## config.mk

```make
export PLATFORM = sky130hd
export DESIGN_NAME = interrupt_source_priority_vectoring
export DESIGN_NICKNAME = d
export VERILOG_FILES = /design/src/irq_pkg.sv /design/src/pin_edge_detect.sv /design/src/prio_pick.sv /design/src/interrupt_source_priority_vectoring.sv
export SDC_FILE = /design/constraint.sdc
export NUM_CORES = 1
export LEC_CHECK = 0
export BUFFER_PORTS_ARGS = -buffer_cell sky130_fd_sc_hd__buf_2
export CAP_MARGIN = 25
export CORE_MARGIN = 2
export CORE_UTILIZATION = 50
export CTS_BUF_LIST = sky130_fd_sc_hd__clkbuf_8
export CTS_CLUSTER_DIAMETER = 60
export DETAILED_ROUTE_END_ITERATION = 12
export PLACE_DENSITY = 0.83
export SYNTH_ARGS = -nofsm -noshare
export SYNTH_HDL_FRONTEND = slang
export SYNTH_SLANG_ARGS = --single-unit
```

## constraint.sdc

```tcl
create_clock -name clock_i -period 4.17 [get_ports clock_i]
set_clock_uncertainty 0.05 [all_clocks]
set_input_delay 0.2085 -clock clock_i [delete_from_list [all_inputs] [get_ports clock_i]]
set_output_delay 0.2085 -clock clock_i [all_outputs]
set_load 0.05 [all_outputs]
```

## src/irq_pkg.sv

```systemverilog
// shared constants and carrier types of the interrupt source block
package irq_pkg;

    // ------------------------------------------------------------
    // source numbering (index equals default priority)
    // ------------------------------------------------------------
    localparam int NUM_MASKABLE = 22;
    localparam int IDX_W        = 5;
    localparam int IDX_WDT      = 0;
    localparam int IDX_PIN0     = 1;
    localparam int IDX_REM_EDGE = 5;
    localparam int IDX_SER_A    = 6;
    localparam int IDX_SER_B    = 7;
    localparam int IDX_UART_TX  = 8;
    localparam int IDX_WATCH_IV = 9;
    localparam int IDX_TIMER_A  = 10;
    localparam int IDX_TIMER_B  = 11;
    localparam int IDX_TIMER_C  = 12;
    localparam int IDX_TIMER_D  = 13;
    localparam int IDX_ADC      = 14;
    localparam int IDX_WATCH_OV = 15;
    localparam int IDX_KEY0     = 16;
    localparam int IDX_REM_ERR  = 17;
    localparam int IDX_REM_GP   = 18;
    localparam int IDX_REM_DONE = 19;
    localparam int IDX_REM_FULL = 20;
    localparam int IDX_KEY1     = 21;

    // ------------------------------------------------------------
    // reset values
    // ------------------------------------------------------------
    localparam logic [21:0] FLAG_RESET = 22'h000000;
    localparam logic [21:0] MASK_RESET = 22'h3fffff;
    localparam logic [2:0]  SYNC_RESET = 3'h0;

    // ------------------------------------------------------------
    // vector table
    // ------------------------------------------------------------
    localparam logic [15:0] NMI_VECTOR = 16'h0004;
    localparam logic [15:0] VECTOR_TABLE [0:21] = '{
        16'h0004, 16'h0006, 16'h0008, 16'h000a, 16'h000c, 16'h000e,
        16'h0010, 16'h0012, 16'h0014, 16'h0016, 16'h0018, 16'h001a,
        16'h001c, 16'h001e, 16'h0020, 16'h0022, 16'h0024, 16'h0026,
        16'h0028, 16'h002a, 16'h002c, 16'h002e
    };

    // ------------------------------------------------------------
    // types
    // ------------------------------------------------------------
    typedef enum logic [1:0] {
        EDGE_FALL = 2'h0,
        EDGE_RISE = 2'h1,
        EDGE_NONE = 2'h2,
        EDGE_BOTH = 2'h3
    } edge_mode_t;

    typedef struct packed {
        logic remote_edge;
        logic uart_rx_done;
        logic serial_a_xfer_done;
        logic serial_b_xfer_done;
        logic uart_tx_done;
        logic watch_interval;
        logic timer_a_match;
        logic timer_b_match;
        logic timer_c_match;
        logic timer_bc_match16;
        logic timer_16bit_mode;
        logic timer_d_match;
        logic adc_done;
        logic watch_overflow;
        logic remote_error;
        logic remote_guide_pulse;
        logic remote_rx_done;
        logic remote_shift_full;
    } periph_events_t;

    typedef struct packed {
        logic             req;
        logic             nmi;
        logic [15:0]      vector;
        logic [IDX_W-1:0] index;
    } core_req_t;

    typedef struct packed {
        logic [21:0] flags;
        logic [21:0] mask;
        core_req_t   out;
        logic        wake;
    } ctrl_state_t;

    typedef struct packed {
        logic [2:0] sync;
        logic       level;
        logic [1:0] primed;
        logic       edge_seen;
    } edge_state_t;

endpackage

```

## src/pin_edge_detect.sv

```systemverilog
// synchronised edge detector for one external interrupt pin
`timescale 1ns/100ps
module pin_edge_detect
(
    input  wire logic               clock_i,
    input  wire logic               rst_n_i,
    input  wire logic               pin_i,
    input  wire irq_pkg::edge_mode_t mode_i,
    output logic                    edge_o
);

    irq_pkg::edge_state_t state_reg;
    irq_pkg::edge_state_t state_next;

    // ------------------------------------------------------------
    // next state
    // ------------------------------------------------------------
    always_comb
    begin
        state_next           = state_reg;
        state_next.sync      = {state_reg.sync[1:0], pin_i};
        state_next.edge_seen = 1'b0;
        // stages hold reset zeros, not pin samples, for three edges
        if (state_reg.primed != 2'h3)
        begin
            state_next.level  = state_reg.sync[1];
            state_next.primed = state_reg.primed + 2'h1;
        end
        // stages two and three must agree before a change counts
        else if (state_reg.sync[2] == state_reg.sync[1]
                 && state_reg.level != state_reg.sync[2])
        begin
            state_next.level = state_reg.sync[2];
            case (mode_i)
                irq_pkg::EDGE_RISE: state_next.edge_seen = state_reg.sync[2];
                irq_pkg::EDGE_FALL: state_next.edge_seen = ~state_reg.sync[2];
                irq_pkg::EDGE_BOTH: state_next.edge_seen = 1'b1;
                default:            state_next.edge_seen = 1'b0;
            endcase
        end
    end

    always_ff @(posedge clock_i)
    begin
        if (!rst_n_i)
        begin
            state_reg.sync      <= irq_pkg::SYNC_RESET;
            state_reg.level     <= 1'b0;
            state_reg.primed    <= 2'h0;
            state_reg.edge_seen <= 1'b0;
        end
        else
        begin
            state_reg <= state_next;
        end
    end

    assign edge_o = state_reg.edge_seen;

endmodule // pin_edge_detect

```

## src/prio_pick.sv

```systemverilog
// fixed priority picker, lowest index wins
`timescale 1ns/100ps
module prio_pick
#(
    parameter int N     = 22,
    parameter int IDX_W = 5
)
(
    input  wire logic [N-1:0]     req_i,
    output logic                  found_o,
    output logic [IDX_W-1:0]      idx_o
);

    always_comb
    begin
        found_o = 1'b0;
        idx_o   = '0;
        // scan downward so the lowest set index is kept last
        for (int i = N - 1; i >= 0; i--)
        begin
            if (req_i[i])
            begin
                found_o = 1'b1;
                idx_o   = IDX_W'(i);
            end
        end
    end

endmodule // prio_pick

```

## src/interrupt_source_priority_vectoring.sv

```systemverilog
// interrupt source collection, flags, masks, priority and vectoring
//
// Contract
// - 22 sources in small variant, 23 with the second key return source.
// - watchdog overflow in mode 1 raises non-maskable request, vector 0004H.
// - watchdog overflow in interval mode is maskable request, priority 0.
// - only one watchdog request kind selected at any time.
// - simultaneous maskable requests: lowest default priority number granted.
// - external pins 0..3 edges: priorities 1..4, vectors 0006H..000CH.
// - remote edge detection: priority 5, vector 000EH.
// - uart receive and serial A transfer end share priority 6, 0010H.
// - serial B transfer end: priority 7, vector 0012H.
// - uart transmit end: priority 8, vector 0014H.
// - watch interval signal: priority 9, vector 0016H.
// - timer A match priority 10 0018H, timer B priority 11 001AH.
// - timer C match or 16-bit combined match: priority 12, 001CH.
// - timer D match: priority 13, vector 001EH.
// - adc conversion end: priority 14, vector 0020H.
// - watch overflow: priority 15, vector 0022H.
// - key return 0 priority 16 0024H; key return 1 priority 21 002EH.
// - remote reception error: priority 17, vector 0026H.
// - remote guide pulse: priority 18, vector 0028H.
// - remote reception complete: priority 19, vector 002AH.
// - remote shift data read request: priority 20, vector 002CH.
// - flag set by event or software; cleared by ack, reset, software (in nmi mode software can neither set nor clear the watchdog flag).
// - after reset flags read zero and masks read one.
`timescale 1ns/100ps
module interrupt_source_priority_vectoring
#(
    parameter bit LARGE_VARIANT = 1'b0
)
(
    input  wire logic                   clock_i,
    input  wire logic                   rst_n_i,
    input  wire logic                   wdt_overflow_i,
    input  wire logic                   wdt_nmi_mode_i,
    input  wire logic [3:0]             ext_pin_i,
    input  wire irq_pkg::edge_mode_t [3:0] ext_edge_mode_i,
    input  wire logic [1:0]             key_return_i,
    input  wire logic [1:0]             key_return_mode_i,
    input  wire irq_pkg::periph_events_t periph_i,
    input  wire logic [21:0]            sw_flag_set_i,
    input  wire logic [21:0]            sw_flag_clr_i,
    input  wire logic                   sw_mask_wr_i,
    input  wire logic [21:0]            sw_mask_i,
    input  wire logic                   global_irq_enable_i,
    input  wire logic                   ack_i,
    output irq_pkg::core_req_t          core_req_o,
    output logic [21:0]                 flags_o,
    output logic [21:0]                 mask_o,
    output logic                        wake_o
);

    // ------------------------------------------------------------
    // declarations
    // ------------------------------------------------------------
    irq_pkg::ctrl_state_t state_reg;
    irq_pkg::ctrl_state_t state_next;

    logic [3:0]           ext_edge;
    logic [1:0]           key_edge;
    logic [21:0]          events;
    logic [21:0]          present;
    logic [21:0]          sw_set_ok;
    logic [21:0]          sw_clr_ok;
    logic [21:0]          ack_clr;
    logic [21:0]          flags_new;
    logic [21:0]          mask_new;
    logic [21:0]          pending;
    logic                 pick_found;
    logic [4:0]           pick_idx;
    logic                 nmi_pending;

    // ------------------------------------------------------------
    // source population
    // ------------------------------------------------------------
    // second key return source exists only in the large variant
    always_comb
    begin
        present                    = '1;
        present[irq_pkg::IDX_KEY1] = LARGE_VARIANT;
    end

    // ------------------------------------------------------------
    // external pin edge detection
    // ------------------------------------------------------------
    genvar g;
    generate
        for (g = 0; g < 4; g++)
        begin : gen_ext_pin
            pin_edge_detect u_ext_edge
            (
                .clock_i (clock_i),
                .rst_n_i (rst_n_i),
                .pin_i   (ext_pin_i[g]),
                .mode_i  (ext_edge_mode_i[g]),
                .edge_o  (ext_edge[g])
            );
        end
        // key return inputs report a falling edge when enabled
        for (g = 0; g < 2; g++)
        begin : gen_key_ret
            pin_edge_detect u_key_edge
            (
                .clock_i (clock_i),
                .rst_n_i (rst_n_i),
                .pin_i   (key_return_i[g]),
                .mode_i  (key_return_mode_i[g] ? irq_pkg::EDGE_FALL
                                               : irq_pkg::EDGE_NONE),
                .edge_o  (key_edge[g])
            );
        end
    endgenerate

    // ------------------------------------------------------------
    // event mapping onto priority slots
    // ------------------------------------------------------------
    always_comb
    begin
        events = '0;
        // watchdog overflow lands in slot 0 in either mode
        // in interval mode slot 0 is the top maskable request
        events[irq_pkg::IDX_WDT] = wdt_overflow_i;
        // pin edges take slots 1 to 4
        events[irq_pkg::IDX_PIN0 +: 4] = ext_edge;
        events[irq_pkg::IDX_REM_EDGE] = periph_i.remote_edge;
        // two serial events share one slot
        events[irq_pkg::IDX_SER_A] = periph_i.uart_rx_done
                                   | periph_i.serial_a_xfer_done;
        events[irq_pkg::IDX_SER_B] = periph_i.serial_b_xfer_done;
        events[irq_pkg::IDX_UART_TX] = periph_i.uart_tx_done;
        events[irq_pkg::IDX_WATCH_IV] = periph_i.watch_interval;
        events[irq_pkg::IDX_TIMER_A] = periph_i.timer_a_match;
        events[irq_pkg::IDX_TIMER_B] = periph_i.timer_b_match;
        // source chosen by the timer's counting width
        events[irq_pkg::IDX_TIMER_C] = periph_i.timer_16bit_mode
                                     ? periph_i.timer_bc_match16
                                     : periph_i.timer_c_match;
        events[irq_pkg::IDX_TIMER_D] = periph_i.timer_d_match;
        events[irq_pkg::IDX_ADC] = periph_i.adc_done;
        events[irq_pkg::IDX_WATCH_OV] = periph_i.watch_overflow;
        // key return detections, second gated by population
        events[irq_pkg::IDX_KEY0] = key_edge[0];
        events[irq_pkg::IDX_KEY1] = key_edge[1] & LARGE_VARIANT;
        events[irq_pkg::IDX_REM_ERR] = periph_i.remote_error;
        events[irq_pkg::IDX_REM_GP] = periph_i.remote_guide_pulse;
        events[irq_pkg::IDX_REM_DONE] = periph_i.remote_rx_done;
        // shift data ready to be read
        events[irq_pkg::IDX_REM_FULL] = periph_i.remote_shift_full;
    end

    // ------------------------------------------------------------
    // software access qualification
    // ------------------------------------------------------------
    always_comb
    begin
        sw_set_ok = sw_flag_set_i & present;
        sw_clr_ok = sw_flag_clr_i;
        // watchdog flag is hardware-owned while it drives the nmi
        if (wdt_nmi_mode_i)
        begin
            sw_set_ok[irq_pkg::IDX_WDT] = 1'b0;
            sw_clr_ok[irq_pkg::IDX_WDT] = 1'b0;
        end
    end

    // ------------------------------------------------------------
    // acknowledge decode
    // ------------------------------------------------------------
    always_comb
    begin
        ack_clr = '0;
        // ack only counts against a request actually presented
        if (ack_i && state_reg.out.req)
        begin
            ack_clr[state_reg.out.index] = 1'b1;
        end
    end

    // ------------------------------------------------------------
    // flag and mask update
    // ------------------------------------------------------------
    always_comb
    begin
        // event or software set, wins over any clear
        flags_new = ((state_reg.flags & ~sw_clr_ok & ~ack_clr)
                     | sw_set_ok | events) & present;
        mask_new = state_reg.mask;
        if (sw_mask_wr_i)
        begin
            // absent sources stay masked whatever software writes
            mask_new = sw_mask_i | ~present;
        end
    end

    // ------------------------------------------------------------
    // request qualification
    // ------------------------------------------------------------
    always_comb
    begin
        // flag set, mask clear and global enable set
        pending = flags_new & ~mask_new & {22{global_irq_enable_i}};
        // the watchdog slot is non-maskable or maskable, never both
        if (wdt_nmi_mode_i)
        begin
            pending[irq_pkg::IDX_WDT] = 1'b0;
        end
        nmi_pending = flags_new[irq_pkg::IDX_WDT] & wdt_nmi_mode_i;
    end

    // lowest numbered pending slot is granted
    prio_pick
    #(
        .N     (irq_pkg::NUM_MASKABLE),
        .IDX_W (irq_pkg::IDX_W)
    )
    u_prio_pick
    (
        .req_i   (pending),
        .found_o (pick_found),
        .idx_o   (pick_idx)
    );

    // ------------------------------------------------------------
    // next state
    // ------------------------------------------------------------
    always_comb
    begin
        state_next       = state_reg;
        state_next.flags = flags_new;
        state_next.mask  = mask_new;
        // non-maskable request always outranks the maskable ones
        if (nmi_pending)
        begin
            state_next.out.req    = 1'b1;
            state_next.out.nmi    = 1'b1;
            state_next.out.vector = irq_pkg::NMI_VECTOR;
            state_next.out.index  = irq_pkg::IDX_W'(irq_pkg::IDX_WDT);
        end
        else
        begin
            state_next.out.req    = pick_found;
            state_next.out.nmi    = 1'b0;
            state_next.out.vector = pick_found
                                  ? irq_pkg::VECTOR_TABLE[pick_idx]
                                  : 16'h0000;
            state_next.out.index  = pick_idx;
        end
        // standby release ignores the global enable
        state_next.wake = nmi_pending
                        | (|(flags_new & ~mask_new & ~{21'h000000,
                                                       wdt_nmi_mode_i}));
    end

    // ------------------------------------------------------------
    // state register
    // ------------------------------------------------------------
    always_ff @(posedge clock_i)
    begin
        if (!rst_n_i)
        begin
            // flags clear, every maskable source masked
            state_reg.flags <= irq_pkg::FLAG_RESET;
            state_reg.mask  <= irq_pkg::MASK_RESET;
            state_reg.out   <= '0;
            state_reg.wake  <= 1'b0;
        end
        else
        begin
            state_reg <= state_next;
        end
    end

    // ------------------------------------------------------------
    // outputs
    // ------------------------------------------------------------
    assign core_req_o = state_reg.out;
    assign flags_o    = state_reg.flags;
    assign mask_o     = state_reg.mask;
    assign wake_o     = state_reg.wake;

endmodule // interrupt_source_priority_vectoring

```

==> results of run 1 <==
-- report_power, final --
group	total [mW]	internal, mW	switching, mW	leakage, nW
Combinational	0.509	0.174	0.335	1.59
Sequential	0.970	0.933	0.0370	0.753
Clock	0.615	0.326	0.289	0.108
-- cells in the mapped netlist (all sizes together), types with 3 or more instances --
master / n
dfxtp: 91
nor2: 41
nand2: 33
a21oi: 28
mux2i: 27
nor3: 24
nand2b: 22
and2: 18
inv: 17
buf: 16
o31ai: 13
o21ai: 12
clkbuf: 9
ha: 9
o31a: 9
xor2: 9
a21o: 8
a211oi: 7
a41oi: 6
nor4: 6
and4: 4
nor3b: 4
or3: 4
nand4b: 3
-- worst max-delay path, delay by kind of cell, from the launching register on --
kind / cells / cell delay [ns]
AOI/OAI and AO/OA: 6 / 1.58
adders and majority gates: 1 / 0.18
and+or+nand+nor: 2 / 0.91
DFF: 1 / 0.47
-- what timing repair did --
item	4_1_cts	5_1_grt
setup endpoints to repair	0	0
hold buffers	1	0
endpoints found under the hold margin	1	0
-- worst paths after layout --
path | from | end | slack, ns | depth (start not counted)
setup / recovery | core_req_o[4]$_SDFF_PP0_ | core_req_o[7]$_SDFF_PN0_ | 0.92 | 9
hold / removal | ext_pin_i[1] | gen_ext_pin[1].u_ext_edge.state_next[5]$_SDFF_PN0_ | 0.009 | 2
setup reg to reg | core_req_o[4]$_SDFF_PP0_ | core_req_o[7]$_SDFF_PN0_ | 0.92 | 9
hold reg to reg | gen_ext_pin[0].u_ext_edge.state_next[5]$_SDFF_PN0_ | gen_ext_pin[0].u_ext_edge.state_next[6]$_SDFF_PN0_ | 0.39 | 1
-- metrics by stage --
stage / std cells / utilization [%] / power (mW) / worst slack [ns] / hold WS [ns]
detailed placement: 700 / 61.19 / 1.499 / 0.9997 / 0.3688
finish: 715 / 63.73 / 2.094 / 0.9245 / 0.008655
global route: 715 / 63.73 / 2.194 / 0.6814 / 0.001427
global placement: 700 / 61.19 / 1.477 / 1.084 / 0.3673
CTS: 715 / 63.73 / 2.108 / 0.9713 / 0.0001970
floorplan: 460 / - / 1.356 / 1.233 / 0.2830
-- layer usage --
| layer | GRT usage [%] | up-vias |
|---|---|---|
| met1 | 26.29 | 1795 |
| met4 | 10.27 | 0 |
| met5 | 0 | - |
| li1 | - | 1886 |
| met2 | 43.74 | 151 |
| met3 | 5.587 | 22 |
-- cells by family (layout without fill, tap and decap cells) --
family | after synthesis | count (layout) | share of synthesized area, %
AOI/OAI and AO/OA | 95 | 95 | 16.05
xor gates and xnor gates | 9 | 9 | 1.904
adders and majority gates | 9 | 9 | 2.720
buffers and inverters | 42 | 192 | 5.017
DFF | 91 | 91 | 44.00
muxes | 29 | 29 | 7.072
other | 1 | 12 | 0.09057
and+or+nand+nor | 173 | 173 | 23.15
-- cell type report --
| cell class | count | area [um2] |
|---|---|---|
| sequential | 91 | 1822 |
| clock buffer | 9 | 123.9 |
| timing repair buffer | 161 | 818.3 |
| fill | 705 | 2950 |
| tap | 105 | 131.4 |
| clock inverter | 5 | 72.57 |
| inverter | 17 | 63.81 |
| multi-input combinational | 327 | 2152 |
==> results.cfg, run 1 <==
[global_route]
grt_pass1_vias = 3685
grt_overflow = 0
antenna_found_initial = 0
track_usage_pct = 23.92
grt_max_degree = 42
grt_first_pass_wirelength_um = 16550

[clock_tree]
path_clk_slew_ns = 0.09
cts-root-buf = clkbuf_8
cts_buffers = 9
ctsResizeCount = 0
htreeDepth = 3
post_cts_buffers = 0
cts_tree = built
clock_latency_ns = 0.35
clock_path_buffers = 2
cts_sinks = 91

[job]
maxCapViolCount = 0

[finish]
syn2layout_area_growth_pct = 25.20
most-common-layout-cells = buf_2 (157), dfxtp_1 (91), nor2_1 (41)
mostFrequentLayoutCell = buf_2
stdcell_area_mm2 = 0.005184
layout.nets = 723
largest_register_ffs = 22
layout-drive-gt1-share_pct = 30.98
diodes = 0

[setup_path]
startpoint_type = flip-flop
crit_chain = nor3b_1 > a21oi_1 > o31ai_1 > a221oi_1 > a211o_1 > a21o_2 > ha_1 > nor4_1 > a311o_2
critPathKind = flip-flop to flip-flop
crit_path_max_fanout = 7
end_kind = flip-flop
cp.arrival_ns = 3.50
required_ns = 4.42
worst_path_max_delay_cell = nor3b_1
slowest_delay_ns = 0.58

[timing]
setup_viol = 0
rsz0062_at_grt = false
hold_viol = 0
slew_viol_final = 0
worst_slew_pin_slew_ns = 0.7348
finalSetupTns_ns = 0
relSlewSlack_pct = 50.64
fin_crit_ns = 3.245
post-route-period-util_pct = 77.83
fmax_mhz = 308.1

[routing]
ant_nets = 0
wl_met1_um = 4325
firstDrtPassIters = 4
drtIter0Drc = 133
vias = 3854
top_layer_used = met4
wirelength_um = 10960
wl_met3_um = 843
drc_errors = 0
vias_per_cell = 5.390
wl_per_cell_um = 15.33
route.met2.wl_um = 5538

[place]
gp_congestion = 0.9026
port_buffers = 157
post_dp_cell_area_mm2 = 0.004977
hpwl_um = 8486

[synth]
syn_area_per_cell_um2 = 9.221
synth.area.top_cells = dfxtp_1 (44%), mux2i_1 (6.5%), nor2_1 (3.7%)
yosysSeqAreaShare_pct = 44.00
synth-edff-count = 0
synth_top_area_cell = dfxtp_1
synthArstFlopShare_pct = 0
yosysWarnings = 0
syn_inst = 449
syn_area_mm2 = 0.004140
ys_ff_latch = 91
yosys.area.top_type_share_pct = 44.00
ys_types = 56
ys.flop_type = dfxtp_1

[power]
p_leak_nw = 2.451
powerDensity_mw_per_mm2 = 404.1
irDropWorstVdd_uv = 242.8

[floorplan]
core_mm2 = 0.008134
start_util_pct = 50.90
fp.dieArea_mm2 = 0.009024
fp.dieH_um = 95.00
core.rowCount = 33
die_x_um = 95.00
io-pin-count = 175

[status]
status = completed

[min_path]
hold_path.class = input port to flip-flop
Power figures use the tool's default switching activity.
==> run 2: changes to the inputs <==
==> constraint.sdc (replaced) <==
create_clock -name clock_i -period 3 [get_ports clock_i]
set_clock_uncertainty 0.05 [all_clocks]
set_input_delay 0.15 -clock clock_i [delete_from_list [all_inputs] [get_ports clock_i]]
set_output_delay 0.15 -clock clock_i [all_outputs]
set_load 0.05 [all_outputs]
==> run 2 against run 1 <==
Against the previous run:
- via count rose by 6.6%
- die area did not move
- maximum frequency rose by 14%
- sequential share of layout area fell by 3.1 points
- wire length rose by 11%
- combinational power rose by 53%
- global-route usage rose by 2.4 points
- critical endpoint is now core_req_o[8]$_SDFF_PP0_
==> results.cfg, run 2 (synthesis results as in run 1) <==
[timing]
hold_slack_ns = 0.01370
fmax_mhz = 350.1
rsz0062_at_grt = true
slew_viol_final = 0
worst_slew_pin_slew_ns = 0.5971
setup_viol = 0
relSlewSlack_pct = 60.15
fin_crit_ns = 2.857
hold_viol = 0
post-route-period-util_pct = 95.22

[power]
switching_share_pct = 33.14
irDropWorstVdd_uv = 304.8
power_frac_comb_pct = 26.9
powerDensity_mw_per_mm2 = 508.8
pwr-share-seq_pct = 46.8
p_sw_uw = 957.4
finalPower_mw = 2.889
p_int_mw = 1.931
pwr-share-clk_pct = 26.4
p_leak_nw = 2.677

[setup_path]
end_kind = flip-flop
crit_path_start = core_req_o[0]$_SDFF_PP0_
critPathBufInv = 3
critPathTopFamily = compound AO/OA/AOI/OAI gates
startpoint_type = flip-flop
crit_chain = and4b_2 > buf_4 > a21oi_1 > o41ai_2 > buf_4 > a211oi_1 > o21a_1 > a21o_2 > inv_1 > ha_1 > or3_1 > a21oi_1
required_ns = 3.24
worst_path_max_delay_cell = dfxtp_1
crit_path_max_fanout = 5
cp.arrival_ns = 3.09
r2r-start = core_req_o[0]$_SDFF_PP0_
slowest_delay_ns = 0.40
rrSetupSlack_ns = 0.14
critPathKind = flip-flop to flip-flop

[min_path]
hold_path.class = input port to flip-flop
min_from = sw_mask_i[3]

[finish]
layout-drive-gt1-share_pct = 31.93
most-common-layout-cells = buf_2 (157), dfxtp_1 (91), nor2_1 (41)
diodes = 0
final_util_pct = 69.80
largest_register_ffs = 22
syn2layout_area_growth_pct = 37.14
layoutNonFillerInstCount = 769
mostFrequentLayoutCell = buf_2
layout.nets = 775

[global_route]
grt_pass1_vias = 3983
grt_overflow = 0
grt_first_pass_wirelength_um = 18200
track_usage_pct = 26.33
antenna_found_initial = 0
grt_max_degree = 25

[clock_tree]
path_clk_slew_ns = 0.09
cts_tree = built
clock_latency_ns = 0.35
cts_sinks = 91
cts_buffers = 9
cts-root-buf = clkbuf_8
htreeDepth = 3
clock_path_buffers = 2

[routing]
firstDrtPassIters = 5
vias_per_cell = 5.342
wl_per_cell_um = 15.81
drtIter0Drc = 208
vias = 4108
wirelength_um = 12160
ant_nets = 0
drc_errors = 0

[place]
hpwl_um = 8694
gp_congestion = 0.9277
port_buffers = 157
dp_cells = 713

[status]
status = completed

[floorplan]
fp.dieArea_mm2 = 0.009024
io-pin-count = 175
die_x_um = 95.00
core.rowCount = 33
core_mm2 = 0.008134
start_util_pct = 50.90
fp.dieH_um = 95.00

[job]
maxCapViolCount = 0
[run 2: worst paths after layout]
kind,cells after the start,endpoint
setup / recovery,12,core_req_o[8]$_SDFF_PP0_
hold / removal,3,mask_o[3]$_SDFF_PN1_
setup reg to reg,12,core_req_o[8]$_SDFF_PP0_
hold reg to reg,1,gen_ext_pin[1].u_ext_edge.state_next[6]$_SDFF_PN0_
[run 2: power by group through the flow]
stage	logic, mW	clock network [mW]	registers, mW
CTS	0.766	0.772	1.35
detailed placement	0.722	0	1.38
global placement	0.707	0	1.37
global route	0.835	0.825	1.36
finish	0.777	0.762	1.35
floorplan	0.347	0	1.54
[run 2: final cells by class]
class | instances | area (um2)
Clock inverter | 5 | 28.78
Tap cell | 105 | 131.4
Clock buffer | 11 | 151.4
Fill cell | 634 | 2456
Timing Repair Buffer | 213 | 1306
Multi-Input combinational cell | 327 | 2175
Inverter | 17 | 63.81
Sequential cell | 91 | 1822
[run 2: what timing repair did]
| item | 4_1_cts | 5_1_grt |
|---|---|---|
| resized for setup | 0 | 7 |
| setup endpoints to repair | 0 | 4 |
| hold buffers | 40 | 0 |
| hold endpoints to repair | 29 | 0 |
| buffers inserted | 0 | 0 |
[run 2: worst register-to-register path: stages (launching register included)]
cell,delay (ns)
dfxtp_1,0.40
and4b_2,0.32
buf_4,0.18
a21oi_1,0.24
o41ai_2,0.11
buf_4,0.16
a211oi_1,0.31
o21a_1,0.16
a21o_2,0.12
inv_1,0.08
ha_1,0.18
or3_1,0.36
a21oi_1,0.14
[run 2: per-layer routing]
metal  track usage, %  vias up  wire (um)
li1                 -     1991          -
met1            29.25     1921       4847
met2            48.29      169       6260
met3            4.789       27        774
met4            12.32        0        277
met5                0        -          0
[run 2: through the flow]
stage	area [um2]	setup slack, ns	TNS, ns
floorplan	4182	0.06264	0
CTS	5655	0.08727	0
global route	5678	-0.007409	-0.007409
detailed placement	5075	0.09850	0
finish	5678	0.1433	0
global placement	5075	0.1754	0
